--- src/hw/pfc_consts.vh ---
// Constants for the period and frequency counter block
`ifndef PFC_CONSTS_VH
`define PFC_CONSTS_VH

// ----------------------------------------------------------------
// Register map (register indices, address bit positions and byte addresses)
// ----------------------------------------------------------------
`define PFC_CTR_STRIDE_LSB 4
`define PFC_REG_CTRL 2'h0
`define PFC_REG_DIVN 2'h1
`define PFC_REG_RESULT 2'h2
`define PFC_REG_STATUS 2'h3
`define PFC_ADDR_TBDIV 7'h40
`define PFC_ADDR_MSB 6

// ----------------------------------------------------------------
// Control word fields
// ----------------------------------------------------------------
`define PFC_CTRL_MODE_LSB 0
`define PFC_CTRL_MODE_MSB 1
`define PFC_CTRL_GATE_FALL 2
`define PFC_CTRL_SRC_FALL 3
`define PFC_CTRL_GATE_SEL 4
`define PFC_CTRL_SRC_SEL 5
`define PFC_CTRL_ARM 7
`define PFC_CTRL_RW_MASK 32'h0000003F
`define PFC_DIVN_MASK 32'h0000FFFF

// ----------------------------------------------------------------
// Status word fields
// ----------------------------------------------------------------
`define PFC_STAT_BUSY 0
`define PFC_STAT_DONE 1

// ----------------------------------------------------------------
// Measurement modes
// ----------------------------------------------------------------
`define PFC_MODE_PERIOD 2'h0
`define PFC_MODE_PULSE 2'h1
`define PFC_MODE_DIVIDE 2'h2

// ----------------------------------------------------------------
// Counter states
// ----------------------------------------------------------------
`define PFC_ST_IDLE 2'h0
`define PFC_ST_WAIT 2'h1
`define PFC_ST_COUNT 2'h2
`define PFC_ST_DONE 2'h3

// ----------------------------------------------------------------
// Reset values and constants
// ----------------------------------------------------------------
`define PFC_CTRL_RST 6'h00
`define PFC_DIVN_RST 16'h0001
`define PFC_TBDIV_RST 16'h0009
`define PFC_ZERO32 32'h00000000
`define PFC_ONE32 32'h00000001
`define PFC_ZERO16 16'h0000
`define PFC_ONE16 16'h0001
`define PFC_HTRANS_NONSEQ_BIT 1

`endif

--- src/hw/pfc_counter.v ---
// One measurement counter: period, pulse width or divide-down
`timescale 1ns/1ps
`include "pfc_consts.vh"

module pfc_counter (
	// Clock and reset
	input wire clk_sys,
	input wire rst_n,
	// Configuration and arm
	input wire arm,
	input wire [1:0] mode,
	input wire gate_fall,
	input wire [15:0] div_n,
	// Selected input events
	input wire gate_rise,
	input wire gate_drop,
	input wire gate_lvl,
	input wire src_ev,
	// Results
	output reg [31:0] result,
	output reg done,
	output wire busy,
	output reg pulse_out
);

reg [1:0] state;
reg [31:0] count;
wire gate_act_edge;
wire gate_end_edge;
wire [31:0] count_inc;
wire [31:0] div_n32;

// Active edge picked by configuration; a pulse ends as soon as the gate
// leaves its active level, the same cycle its closing edge is seen
assign gate_act_edge = gate_fall ? gate_drop : gate_rise;
assign gate_end_edge = gate_fall ? gate_lvl : !gate_lvl;
assign count_inc = count + `PFC_ONE32;
assign div_n32 = {16'h0000, div_n};
assign busy = (state == `PFC_ST_WAIT) || (state == `PFC_ST_COUNT);

// ----------------------------------------------------------------
// Measurement sequencer
// ----------------------------------------------------------------
// Arm is ignored in the cycle a measurement completes, so a result
// and its done flag can never be wiped by a racing arm.
always @(posedge clk_sys or negedge rst_n) begin
	if (!rst_n) begin
		state <= `PFC_ST_IDLE;
		count <= `PFC_ZERO32;
		result <= `PFC_ZERO32;
		done <= 1'b0;
		pulse_out <= 1'b0;
	end else begin
		case (state)
		`PFC_ST_WAIT: begin
			if (arm) begin
				count <= `PFC_ZERO32;
				pulse_out <= 1'b0;
			end else if (mode == `PFC_MODE_DIVIDE) begin
				if (src_ev) begin
					pulse_out <= 1'b1;
					count <= `PFC_ZERO32;
					state <= `PFC_ST_COUNT;
				end
			end else if (gate_act_edge) begin
				count <= `PFC_ZERO32;
				state <= `PFC_ST_COUNT;
			end
		end
		`PFC_ST_COUNT: begin
			if (mode == `PFC_MODE_DIVIDE) begin
				if (src_ev) begin
					count <= count_inc;
					if (count_inc >= div_n32) begin
						pulse_out <= 1'b0;
						result <= count_inc;
						done <= 1'b1;
						state <= `PFC_ST_DONE;
					end
				end else if (arm) begin
					count <= `PFC_ZERO32;
					pulse_out <= 1'b0;
					state <= `PFC_ST_WAIT;
				end
			end else if ((mode == `PFC_MODE_PULSE) ? gate_end_edge :
				gate_act_edge) begin
				result <= src_ev ? count_inc : count;
				done <= 1'b1;
				state <= `PFC_ST_DONE;
			end else if (arm) begin
				count <= `PFC_ZERO32;
				state <= `PFC_ST_WAIT;
			end else if (src_ev) begin
				count <= count_inc;
			end
		end
		`PFC_ST_IDLE, `PFC_ST_DONE: begin
			if (arm) begin
				count <= `PFC_ZERO32;
				done <= 1'b0;
				pulse_out <= 1'b0;
				state <= `PFC_ST_WAIT;
			end
		end
		default: begin
			state <= `PFC_ST_IDLE;
		end
		endcase
	end
end

endmodule

--- src/hw/pfc_top.v ---
// Four-counter period and frequency measurement block, AHB-Lite slave
`timescale 1ns/1ps
`include "pfc_consts.vh"

module pfc_top (
	// Clock and reset
	input wire clk_sys,
	input wire rst_n,
	// AHB-Lite slave
	input wire hsel,
	input wire [31:0] haddr,
	input wire [1:0] htrans,
	input wire hwrite,
	input wire [2:0] hsize,
	input wire [31:0] hwdata,
	input wire hready,
	output reg [31:0] hrdata,
	output reg hreadyout,
	output reg hresp,
	// Measurement pins, asynchronous to clk_sys
	input wire [3:0] gate_pin,
	input wire [3:0] measured_frequency,
	// Divide-down or gating pulse outputs
	output wire [3:0] ctr_out
);

// ----------------------------------------------------------------
// Configuration storage
// ----------------------------------------------------------------
reg [5:0] ctrl [0:3];
reg [15:0] div_n [0:3];
reg [15:0] tb_div;
reg [3:0] arm;

// ----------------------------------------------------------------
// Bus pipeline state
// ----------------------------------------------------------------
reg wr_pend;
reg [`PFC_ADDR_MSB:2] wr_addr;
reg [31:0] next_hrdata;
wire addr_phase;
wire [`PFC_ADDR_MSB:2] a_word;
wire [1:0] a_ctr;
wire [1:0] a_reg;
wire a_is_ctr;
wire fwd;

// ----------------------------------------------------------------
// Input synchronisers and timebase
// ----------------------------------------------------------------
reg [3:0] gate_s1;
reg [3:0] gate_s2;
reg [3:0] gate_s3;
reg [3:0] src_s1;
reg [3:0] src_s2;
reg [3:0] src_s3;
reg [3:0] out_d;
reg [15:0] tb_cnt;
reg known_reference_rate;

wire [31:0] res [0:3];
wire [3:0] done;
wire [3:0] busy;
wire [3:0] pulse_out;

assign ctr_out = pulse_out;

// Accepted address phase; only whole-word singles are expected
assign addr_phase = hsel && htrans[`PFC_HTRANS_NONSEQ_BIT] && hready;
assign a_word = haddr[`PFC_ADDR_MSB:2];
assign a_ctr = haddr[5:`PFC_CTR_STRIDE_LSB];
assign a_reg = haddr[3:2];
assign a_is_ctr = !haddr[`PFC_ADDR_MSB];
// A read right behind a write to the same word sees the new data
assign fwd = wr_pend && (wr_addr == a_word);

// Two flops on every pin; the third flop is only for edge detection
always @(posedge clk_sys or negedge rst_n) begin
	if (!rst_n) begin
		gate_s1 <= 4'h0;
		gate_s2 <= 4'h0;
		gate_s3 <= 4'h0;
		src_s1 <= 4'h0;
		src_s2 <= 4'h0;
		src_s3 <= 4'h0;
		out_d <= 4'h0;
	end else begin
		gate_s1 <= gate_pin;
		gate_s2 <= gate_s1;
		gate_s3 <= gate_s2;
		src_s1 <= measured_frequency;
		src_s2 <= src_s1;
		src_s3 <= src_s2;
		out_d <= pulse_out;
	end
end

// Internal known-rate tick, one clk_sys cycle every tb_div+1 cycles
always @(posedge clk_sys or negedge rst_n) begin
	if (!rst_n) begin
		tb_cnt <= `PFC_ZERO16;
		known_reference_rate <= 1'b0;
	end else if (tb_cnt >= tb_div) begin
		tb_cnt <= `PFC_ZERO16;
		known_reference_rate <= 1'b1;
	end else begin
		tb_cnt <= tb_cnt + `PFC_ONE16;
		known_reference_rate <= 1'b0;
	end
end

// ----------------------------------------------------------------
// Counter instances and routing
// ----------------------------------------------------------------
genvar gi;
generate
	for (gi = 0; gi < 4; gi = gi + 1) begin : g_ctr
		wire g_lvl;
		wire g_rise;
		wire g_drop;
		wire s_ev;
		wire s_rise;
		wire s_drop;
		// gate from partner pulse or pin
		assign g_lvl = ctrl[gi][`PFC_CTRL_GATE_SEL] ? pulse_out[gi ^ 1] :
			gate_s2[gi];
		assign g_rise = ctrl[gi][`PFC_CTRL_GATE_SEL] ?
			(pulse_out[gi ^ 1] && !out_d[gi ^ 1]) :
			(gate_s2[gi] && !gate_s3[gi]);
		assign g_drop = ctrl[gi][`PFC_CTRL_GATE_SEL] ?
			(!pulse_out[gi ^ 1] && out_d[gi ^ 1]) :
			(!gate_s2[gi] && gate_s3[gi]);
		assign s_rise = src_s2[gi] && !src_s3[gi];
		assign s_drop = !src_s2[gi] && src_s3[gi];
		assign s_ev = ctrl[gi][`PFC_CTRL_SRC_SEL] ? known_reference_rate :
			(ctrl[gi][`PFC_CTRL_SRC_FALL] ? s_drop : s_rise);

		pfc_counter u_ctr (
			.clk_sys(clk_sys),
			.rst_n(rst_n),
			.arm(arm[gi]),
			.mode(ctrl[gi][`PFC_CTRL_MODE_MSB:`PFC_CTRL_MODE_LSB]),
			.gate_fall(ctrl[gi][`PFC_CTRL_GATE_FALL]),
			.div_n(div_n[gi]),
			.gate_rise(g_rise),
			.gate_drop(g_drop),
			.gate_lvl(g_lvl),
			.src_ev(s_ev),
			.result(res[gi]),
			.done(done[gi]),
			.busy(busy[gi]),
			.pulse_out(pulse_out[gi])
		);
	end
endgenerate

// ----------------------------------------------------------------
// Register writes, in the data phase
// ----------------------------------------------------------------
integer i;
always @(posedge clk_sys or negedge rst_n) begin
	if (!rst_n) begin
		wr_pend <= 1'b0;
		wr_addr <= 5'h00;
		arm <= 4'h0;
		tb_div <= `PFC_TBDIV_RST;
		for (i = 0; i < 4; i = i + 1) begin
			ctrl[i] <= `PFC_CTRL_RST;
			div_n[i] <= `PFC_DIVN_RST;
		end
	end else begin
		wr_pend <= addr_phase && hwrite;
		wr_addr <= a_word;
		arm <= 4'h0;
		if (wr_pend) begin
			if (!wr_addr[`PFC_ADDR_MSB]) begin
				case (wr_addr[3:2])
				`PFC_REG_CTRL: begin
					ctrl[wr_addr[5:4]] <= hwdata[5:0];
					// Arm bit is a strobe and never stored
					arm[wr_addr[5:4]] <= hwdata[`PFC_CTRL_ARM];
				end
				`PFC_REG_DIVN: begin
					div_n[wr_addr[5:4]] <= hwdata[15:0];
				end
				default: begin
				end
				endcase
			end else if ({wr_addr, 2'b00} == `PFC_ADDR_TBDIV) begin
				tb_div <= hwdata[15:0];
			end
		end
	end
end

// ----------------------------------------------------------------
// Read mux, sampled at the address phase for a zero-wait answer
// ----------------------------------------------------------------
always @* begin
	next_hrdata = `PFC_ZERO32;
	if (a_is_ctr) begin
		case (a_reg)
		`PFC_REG_CTRL: begin
			next_hrdata = fwd ? (hwdata & `PFC_CTRL_RW_MASK) :
				{26'h0000000, ctrl[a_ctr]};
		end
		`PFC_REG_DIVN: begin
			next_hrdata = fwd ? (hwdata & `PFC_DIVN_MASK) :
				{16'h0000, div_n[a_ctr]};
		end
		`PFC_REG_RESULT: begin
			next_hrdata = res[a_ctr];
		end
		default: begin
			next_hrdata[`PFC_STAT_BUSY] = busy[a_ctr];
			next_hrdata[`PFC_STAT_DONE] = done[a_ctr];
		end
		endcase
	end else if ({a_word, 2'b00} == `PFC_ADDR_TBDIV) begin
		next_hrdata = fwd ? (hwdata & `PFC_DIVN_MASK) : {16'h0000, tb_div};
	end
end

// Never waits, always OKAY; unmapped reads return zero
always @(posedge clk_sys or negedge rst_n) begin
	if (!rst_n) begin
		hrdata <= `PFC_ZERO32;
		hreadyout <= 1'b0;
		hresp <= 1'b0;
	end else begin
		hreadyout <= 1'b1;
		hresp <= 1'b0;
		if (addr_phase && !hwrite) begin
			hrdata <= next_hrdata;
		end
	end
end

endmodule

--- config.mk ---
export PLATFORM = sky130hd
export DESIGN_NAME = pfc_top
export DESIGN_NICKNAME = d
export VERILOG_FILES = /design/src/hw/pfc_counter.v /design/src/hw/pfc_top.v
export VERILOG_INCLUDE_DIRS = /design/src /design/src/hw
export SDC_FILE = /design/constraint.sdc
export NUM_CORES = 1
export LEC_CHECK = 0
export CAP_MARGIN = 0
export CORE_MARGIN = 4
export CORE_UTILIZATION = 50
export CTS_CLUSTER_DIAMETER = 80
export DETAILED_ROUTE_END_ITERATION = 8
export DONT_BUFFER_PORTS = 1
export GPL_TIMING_DRIVEN = 0
export PLACE_DENSITY_LB_ADDON = 0.12
export SYNTH_ARGS = -nofsm -noshare
export SYNTH_HDL_FRONTEND = slang
export SYNTH_HIERARCHICAL = 1
export SYNTH_SLANG_ARGS = --single-unit
--- constraint.sdc ---
create_clock -name clk_sys -period 4.65 [get_ports clk_sys]
set_clock_uncertainty 0.15 [all_clocks]
set_input_delay 1.395 -clock clk_sys [delete_from_list [all_inputs] [get_ports clk_sys]]
set_output_delay 1.395 -clock clk_sys [all_outputs]
set_load 0.005 [all_outputs]
==> results of run 1 <==
metrics by stage:
stage	worst slack [ns]	cells	hold slack, ns
floorplan	0.682	2889	0.181
global placement	-0.228	3654	0.185
detailed placement	-0.282	3654	0.187
CTS	0.00145	3757	0.197
global route	-0.00892	3768	0.215
finish	0.113	3768	0.191
flip-flops by register name, summed over array words and instances (netlist names), 5 cells and up:
name	count
ctrl	24
div_n	64
g_ctr.u_ctr/count	128
g_ctr.u_ctr/result	128
g_ctr.u_ctr/state	8
hrdata	32
tb_cnt	16
tb_div	16
wr_addr	5
power groups by stage:
stage	Clock, W	Sequential, W	Combinational (W)
4_1_cts	0.00475	0.00454	0.00273
5_1_grt	0.00491	0.00458	0.00304
2_1_floorplan	0	0.00448	0.00187
6_report	0.00467	0.00455	0.00283
3_5_place_dp	0	0.00461	0.00271
3_3_place_gp	0	0.00459	0.00266
final cells by class:
class                   instances  area share
multi-input cells            2068       0.500
flip-flops and latches        464       0.356
clock buffers                  81      0.0487
plain buffers                 227      0.0376
well taps                     765      0.0293
inverters                     129      0.0148
clock inverters                19      0.0105
repair buffers                 15     0.00345
path summary, 6_finish.rpt:
| path | start | end | slack [ns] | cells past startpoint |
|---|---|---|---|---|
| max | g_ctr[0].u_ctr/count[7]$_DFFE_PN0P_ | g_ctr[0].u_ctr/done$_DFFE_PN0P_ | 0.11 | 14 |
| min | gate_s1[3]$_DFF_PN0_ | gate_s2[3]$_DFF_PN0_ | 0.19 | 0 |
| max reg2reg | g_ctr[0].u_ctr/count[7]$_DFFE_PN0P_ | g_ctr[0].u_ctr/done$_DFFE_PN0P_ | 0.11 | 14 |
| min reg2reg | gate_s1[3]$_DFF_PN0_ | gate_s2[3]$_DFF_PN0_ | 0.19 | 0 |
| max in group asynchronous | rst_n | g_ctr[2].u_ctr/count[0]$_DFFE_PN0P_ | 2.55 | 0 |
| min in group asynchronous | rst_n | g_ctr[0].u_ctr/count[22]$_DFFE_PN0P_ | 0.33 | 0 |
worst reg2reg max path, stage by stage, from the launching register on:
cell and delay [ns]:
dfrtp_1 0.32, clkbuf_2 0.22, nand4_4 0.22, or3_4 0.42, nor2_1 0.15, xor2_1 0.27, ha_1 0.30, a21o_1 0.16
a21o_1 0.17, a221o_1 0.38, a2111oi_4 0.40, nand4_2 0.23, o31ai_2 0.44, a31oi_2 0.25, mux2_2 0.34
layout by cell type (no fill, tap or decap), drive strengths merged, types with 25 or more instances in the layout:
cell	instances
xor2	104
mux4	49
inv	131
a22o	39
nor2	224
xnor2	107
nand4	85
buf	111
nor3	50
clkbuf	212
nand2	237
a21oi	94
dfrtp	458
and3	62
o21ai	191
o31ai	65
nand3	62
ha	93
a21o	25
mux2	251
cells by family after synthesis:
kind of cell,Yosys count,synth area share
adder cells (fa/ha/maj),93,0.0394
flip-flops,464,0.394
buffers and inverters,357,0.0581
other,2,0.000255
AO/OA/AOI/OAI,576,0.134
multiplexers,318,0.155
AND/OR/NAND/NOR,868,0.157
XOR/XNOR,211,0.0629
per-layer routing:
metal | vias to the layer above | share of wire | GRT usage
met2 | 984 | 0.45 | 0.479
met4 | 8 | 0.033 | 0.0850
met3 | 180 | 0.082 | 0.0594
li1 | 10600 | - | -
met1 | 11900 | 0.43 | 0.426
met5 | - | 0.00054 | 0
what timing repair did:
action | in CTS | in global routing
resized for setup | 16 | 25
endpoints found under the setup margin | 131 | 155
hold buffers | 0 | 0
pin swaps | 6 | 8
setup buffers | 3 | 12
==> flow_summary_export.csv, run 1 <==
group,metric,value,unit
status,status,"finished with violations",
status,violations,"slew limit",
pwr,power_density,369,nW/um2
logic_synthesis,syn_area,29500,um2
logic_synthesis,synth-main-ff-cell,"dfrtp_1",
pwr,ir_drop,0.000409,V
route,wirelength,96.8,mm
route,drc_errors,0,
floorplanning,row_count,88,
cells_and_area,diodes,0,
logic_synthesis,postSynthAreaPerCell,10.2,um2
setup_path,startpoint_type,"register",
cts,cts_buffer_depth,3,
global_route,grtUsageTotal,0.302,
global_route,antenna_found_initial,6,
logic_synthesis,synth_seq_cells,464,
sta,rsz0062_at_grt,"true",
global_route,grt_pass1_vias,22800,
logic_synthesis,synth-edff-count,0,
setup_path,cp_top_family,"compound AO/OA/AOI/OAI gates",
pwr,switching_share,0.331,
sta,setup-violations-final,0,
pwr,leakagePower,15.2,nW
setup_path,critPathKind,"register to register",
pwr,power_frac_comb,0.235,
sta,tightest_slew,1.81,ns
cells_and_area,multi_input_area,16300,um2
global_route,grt_max_degree,465,
placed_design,io_buffers,0,
floorplanning,die_h,251,um
setup_path,crit_fanout,7,
worst_hold_path,hold_path_class,"register to register",
setup_path,cp-end-kind,"register",
placed_design,placed_cell_area,30500,um2
sta,max_freq,220,MHz
cts,clkSinkCount,464,
pwr,p_switching,0.00399,W
global_route,grt_pass1_wl,147,mm
route,wl_per_cell,25.7,um
cts,cts_tree,"done",
logic_synthesis,yosys_warnings,6,
sta,hold_viol_final,0,
sta,min_period,4.54,ns
logic_synthesis,synthTopCellsByCount,"dfrtp_1 (458), nand2_1 (236), nor2_1 (223)",
logic_synthesis,ys_seq_area_frac,0.394,
logic_synthesis,netlist_instances,2889,
route,drtIter0Drc,2377,
logic_synthesis,syn_nets,3064,
floorplanning,die_w,251,um
global_route,overflow,0,
route,first_pass_iters,7,
cells_and_area,nFillCells,5032,
logic_synthesis,synthDominantCellAreaShare,0.389,
cells_and_area,design_area,32700,um2
logic_synthesis,postSynth.asyncResetShare,1.00,
floorplanning,io_pins,120,
cells_and_area,drive_above_1_share,0.198,
cells_and_area,areaGrowthSynthToFinish,10.8,%
setup_path,arrival,4.90,ns
placed_design,dpl.hpwl,72.2,mm
placed_design,gp_congestion,0.944,
logic_synthesis,yosys.area.top_type,"dfrtp_1",
floorplanning,core,58000,um2
setup_path,crit_path_max_incr_delay,0.44,ns
setup_path,cp_slowest_cell,"o31ai_2",
sta,maxSlewHeadroom,-0.210,
cells_and_area,final_nets,3134,
sta,drv_slew,186,
setup_path,cp.required,5.01,ns
pwr,sequentialPowerShare,0.378,
cts,htreeDepth,2,
logic_synthesis,synth.distinct_cells,79,
sta,setup_tns,0,ns
sta,fin_crit_sh,0.976,
pwr,p_total,0.0121,W
pwr,internal-power,0.00807,W
cts,clk_latency,0.63,ns
cells_and_area,seqCellArea,11600,um2
floorplanning,initial_core_util,0.508,
setup_path,crit_buf_inv,1,
cts,cts_buffers,54,
pwr,p_clk_frac,0.387,
setup_path,cp_common_cell,"a21o_1",
logic_synthesis,synth_area_leaders,"dfrtp_1 (39%), mux2_4 (6.3%), mux2_2 (4.8%)",
logic_synthesis,synth_most_common_cell,"dfrtp_1",
route,vias,23700,
cells_and_area,fin_util,0.563,
floorplanning,dieArea,62900,um2
cts,clkSlewWorstSetupHoldPaths,0.06,ns
job,drv_cap,0,
setup_path,crit_chain,"clkbuf_2 -> nand4_4 -> or3_4 -> nor2_1 -> xor2_1 -> ha_1 -> a21o_1 -> a21o_1 -> a221o_1 -> a2111oi_4 -> nand4_2 -> o31ai_2 -> a31oi_2 -> mux2_2",
cts,cts-root-buf,"clkbuf_16",
route,vias_per_cell,6.28,
route,drt.antenna.violating_nets,0,
Note: power is estimated with default switching activity, not from simulation.
==> run 2, diff against run 1 <==
- CAP_MARGIN: 0 -> 20
- CORE_UTILIZATION: 50 -> 59
- GPL_TIMING_DRIVEN: 0 -> default
==> flow_summary_export.csv, run 2 (same netlist as run 1, synthesis figures left out) <==
group,metric,value,unit
status,status,"finished, final reports clean",
pwr,leakagePower,14.8,nW
placed_design,pre_cts_slack,0.189,ns
route,vias_per_cell,6.56,
floorplanning,die_w,232,um
sta,hold_viol_final,0,
sta,maxSlewHeadroom,0.0646,
cells_and_area,layout_commonest_cell,"dfrtp_1",
route,wl_per_cell,25.0,um
cts,post_cts_buffers,0,
cts,cts_repair_resize_count,0,
worst_hold_path,hold_path_class,"register to register",
cells_and_area,layout_common_cells,"dfrtp_1 (457), nand2_1 (236), nor2_1 (219), o21ai_0 (175), inv_1 (129)",
sta,tightest_slew,1.40,ns
floorplanning,dieArea,53600,um2
floorplanning,core,49200,um2
global_route,grt_pass1_wl,136,mm
cts,clk_latency,0.61,ns
cells_and_area,drive_above_1_share,0.194,
cells_and_area,final_cells,3515,
sta,fin_crit_sh,0.970,
job,drv_cap,0,
sta,setup_slack,0.141,ns
setup_path,critPathKind,"register to register",
cts,cts_buffers,52,
route,wirelength,87.9,mm
setup_path,crit_fanout,8,
cells_and_area,nFillCells,3948,
global_route,grt_pass1_vias,22300,
global_route,grtUsageTotal,0.325,
cts,clkSlewWorstSetupHoldPaths,0.06,ns
worst_hold_path,hp-start,"gate_s1[2]$_DFF_PN0_",
setup_path,cp-end-kind,"register",
setup_path,crit_buf_inv,1,
sta,min_period,4.51,ns
cts,hold_buffers,0,
cts,cts_tree,"done",
cts,cts-root-buf,"clkbuf_16",
floorplanning,die_h,232,um
placed_design,dpl.hpwl,63.6,mm
pwr,ir_drop,0.000442,V
cts,cts_buffer_depth,3,
cts,clkSinkCount,464,
cells_and_area,final_nets,2984,
cts,htreeDepth,2,
sta,drv_slew,0,
setup_path,critPathLaunch,"g_ctr[3].u_ctr/count[2]$_DFFE_PN0P_",
route,drtIter0Drc,2101,
floorplanning,initial_core_util,0.600,
placed_design,dp_cells,3418,
global_route,antenna_found_initial,2,
sta,rsz0062_at_grt,"false",
global_route,grt_max_degree,465,
setup_path,arrival,4.85,ns
setup_path,startpoint_type,"register",
setup_path,rr_startpoint,"g_ctr[3].u_ctr/count[2]$_DFFE_PN0P_",
global_route,overflow,0,
floorplanning,row_count,81,
route,vias,23100,
setup_path,cp_top_family,"compound AO/OA/AOI/OAI gates",
route,drt.antenna.violating_nets,0,
setup_path,cp.required,4.99,ns
placed_design,io_buffers,0,
setup_path,crit_path_max_incr_delay,0.53,ns
route,drc_errors,0,
route,first_pass_iters,7,
cells_and_area,areaGrowthSynthToFinish,7.50,%
sta,setup_tns,0,ns
setup_path,cp_slowest_cell,"o31ai_1",
floorplanning,io_pins,120,
cells_and_area,diodes,0,
setup_path,crit_chain,"nand3_2 -> buf_4 -> nor2_1 -> and3_1 -> xor2_1 -> ha_1 -> nand4_1 -> a21oi_1 -> a221o_1 -> a2111oi_4 -> nand4_2 -> o31ai_1 -> a31oi_1 -> mux2_2",
placed_design,gp_congestion,0.991,
sta,setup-violations-final,0,
pwr,power_density,368,nW/um2
sta,max_freq,222,MHz
cells_and_area,largestRegisters,"g_ctr.u_ctr/count (128), g_ctr.u_ctr/result (128), div_n (64)",
run 2: cell count changes in the layout (fill, tap and decap cells not counted), moves of 5 or more:
cell	previous run	this run
buf_12	12	4
buf_2	60	1
buf_4	30	88
buf_6	5	0
clkbuf_1	135	14
clkbuf_2	8	0
clkbuf_8	14	6
nor3_2	1	8
nor3_4	16	9
run 2: worst reg2reg max path, delay by kind of cell (launching register included):
family	cells	cell delay, ns
fa+ha+maj	1	0.26
flops	1	0.52
simple gates	5	1.08
xor+xnor	1	0.18
compound gates	5	1.70
buf+inv	1	0.19
mux	1	0.34
run 2: where the power goes:
group	internal (W)	switching, W	total, W
clock network	0.00269	0.00176	0.00445
logic	0.000953	0.00172	0.00267
registers	0.00427	0.000265	0.00453
run 2: cell type report:
type,count,area [um2],share of cell area
clock buffers,73,1460,0.0461
clock inverters,23,364,0.0115
inverters,129,484,0.0153
multi-input cells,2068,16200,0.511
flip-flops and latches,464,11600,0.366
well taps,664,831,0.0262
repair buffers,94,761,0.0240
run 2: through the flow:
| step | util | hold WS (ns) | power [W] | cell area (um2) |
|---|---|---|---|---|
| 5_1_grt | 0.645 | 0.202 | 0.0121 | 31700 |
| 2_1_floorplan | - | 0.181 | 0.00634 | 29500 |
| 6_report | 0.645 | 0.196 | 0.0117 | 31700 |
| 3_5_place_dp | 0.608 | 0.185 | 0.00721 | 29900 |
| 3_3_place_gp | 0.607 | 0.183 | 0.00710 | 29800 |
| 4_1_cts | 0.645 | 0.198 | 0.0117 | 31700 |
run 2: path summary, 6_finish.rpt:
check / to / slack, ns / cells after the start
max reg2reg: g_ctr[3].u_ctr/done$_DFFE_PN0P_ / 0.14 / 14
min in group asynchronous: g_ctr[0].u_ctr/state[1]$_DFFE_PN0P_ / 0.35 / 0
min reg2reg: gate_s2[2]$_DFF_PN0_ / 0.20 / 0
max: g_ctr[3].u_ctr/done$_DFFE_PN0P_ / 0.14 / 14
min: gate_s2[2]$_DFF_PN0_ / 0.20 / 0
max in group asynchronous: g_ctr[1].u_ctr/count[5]$_DFFE_PN0P_ / 2.81 / 0
run 2: per-layer routing:
metal,track usage,vias up,routed length (um)
met5,0,-,13
met4,0.102,2,3100
met3,0.0472,193,6340
met2,0.515,982,40400
met1,0.467,11600,38000
li1,-,10300,-
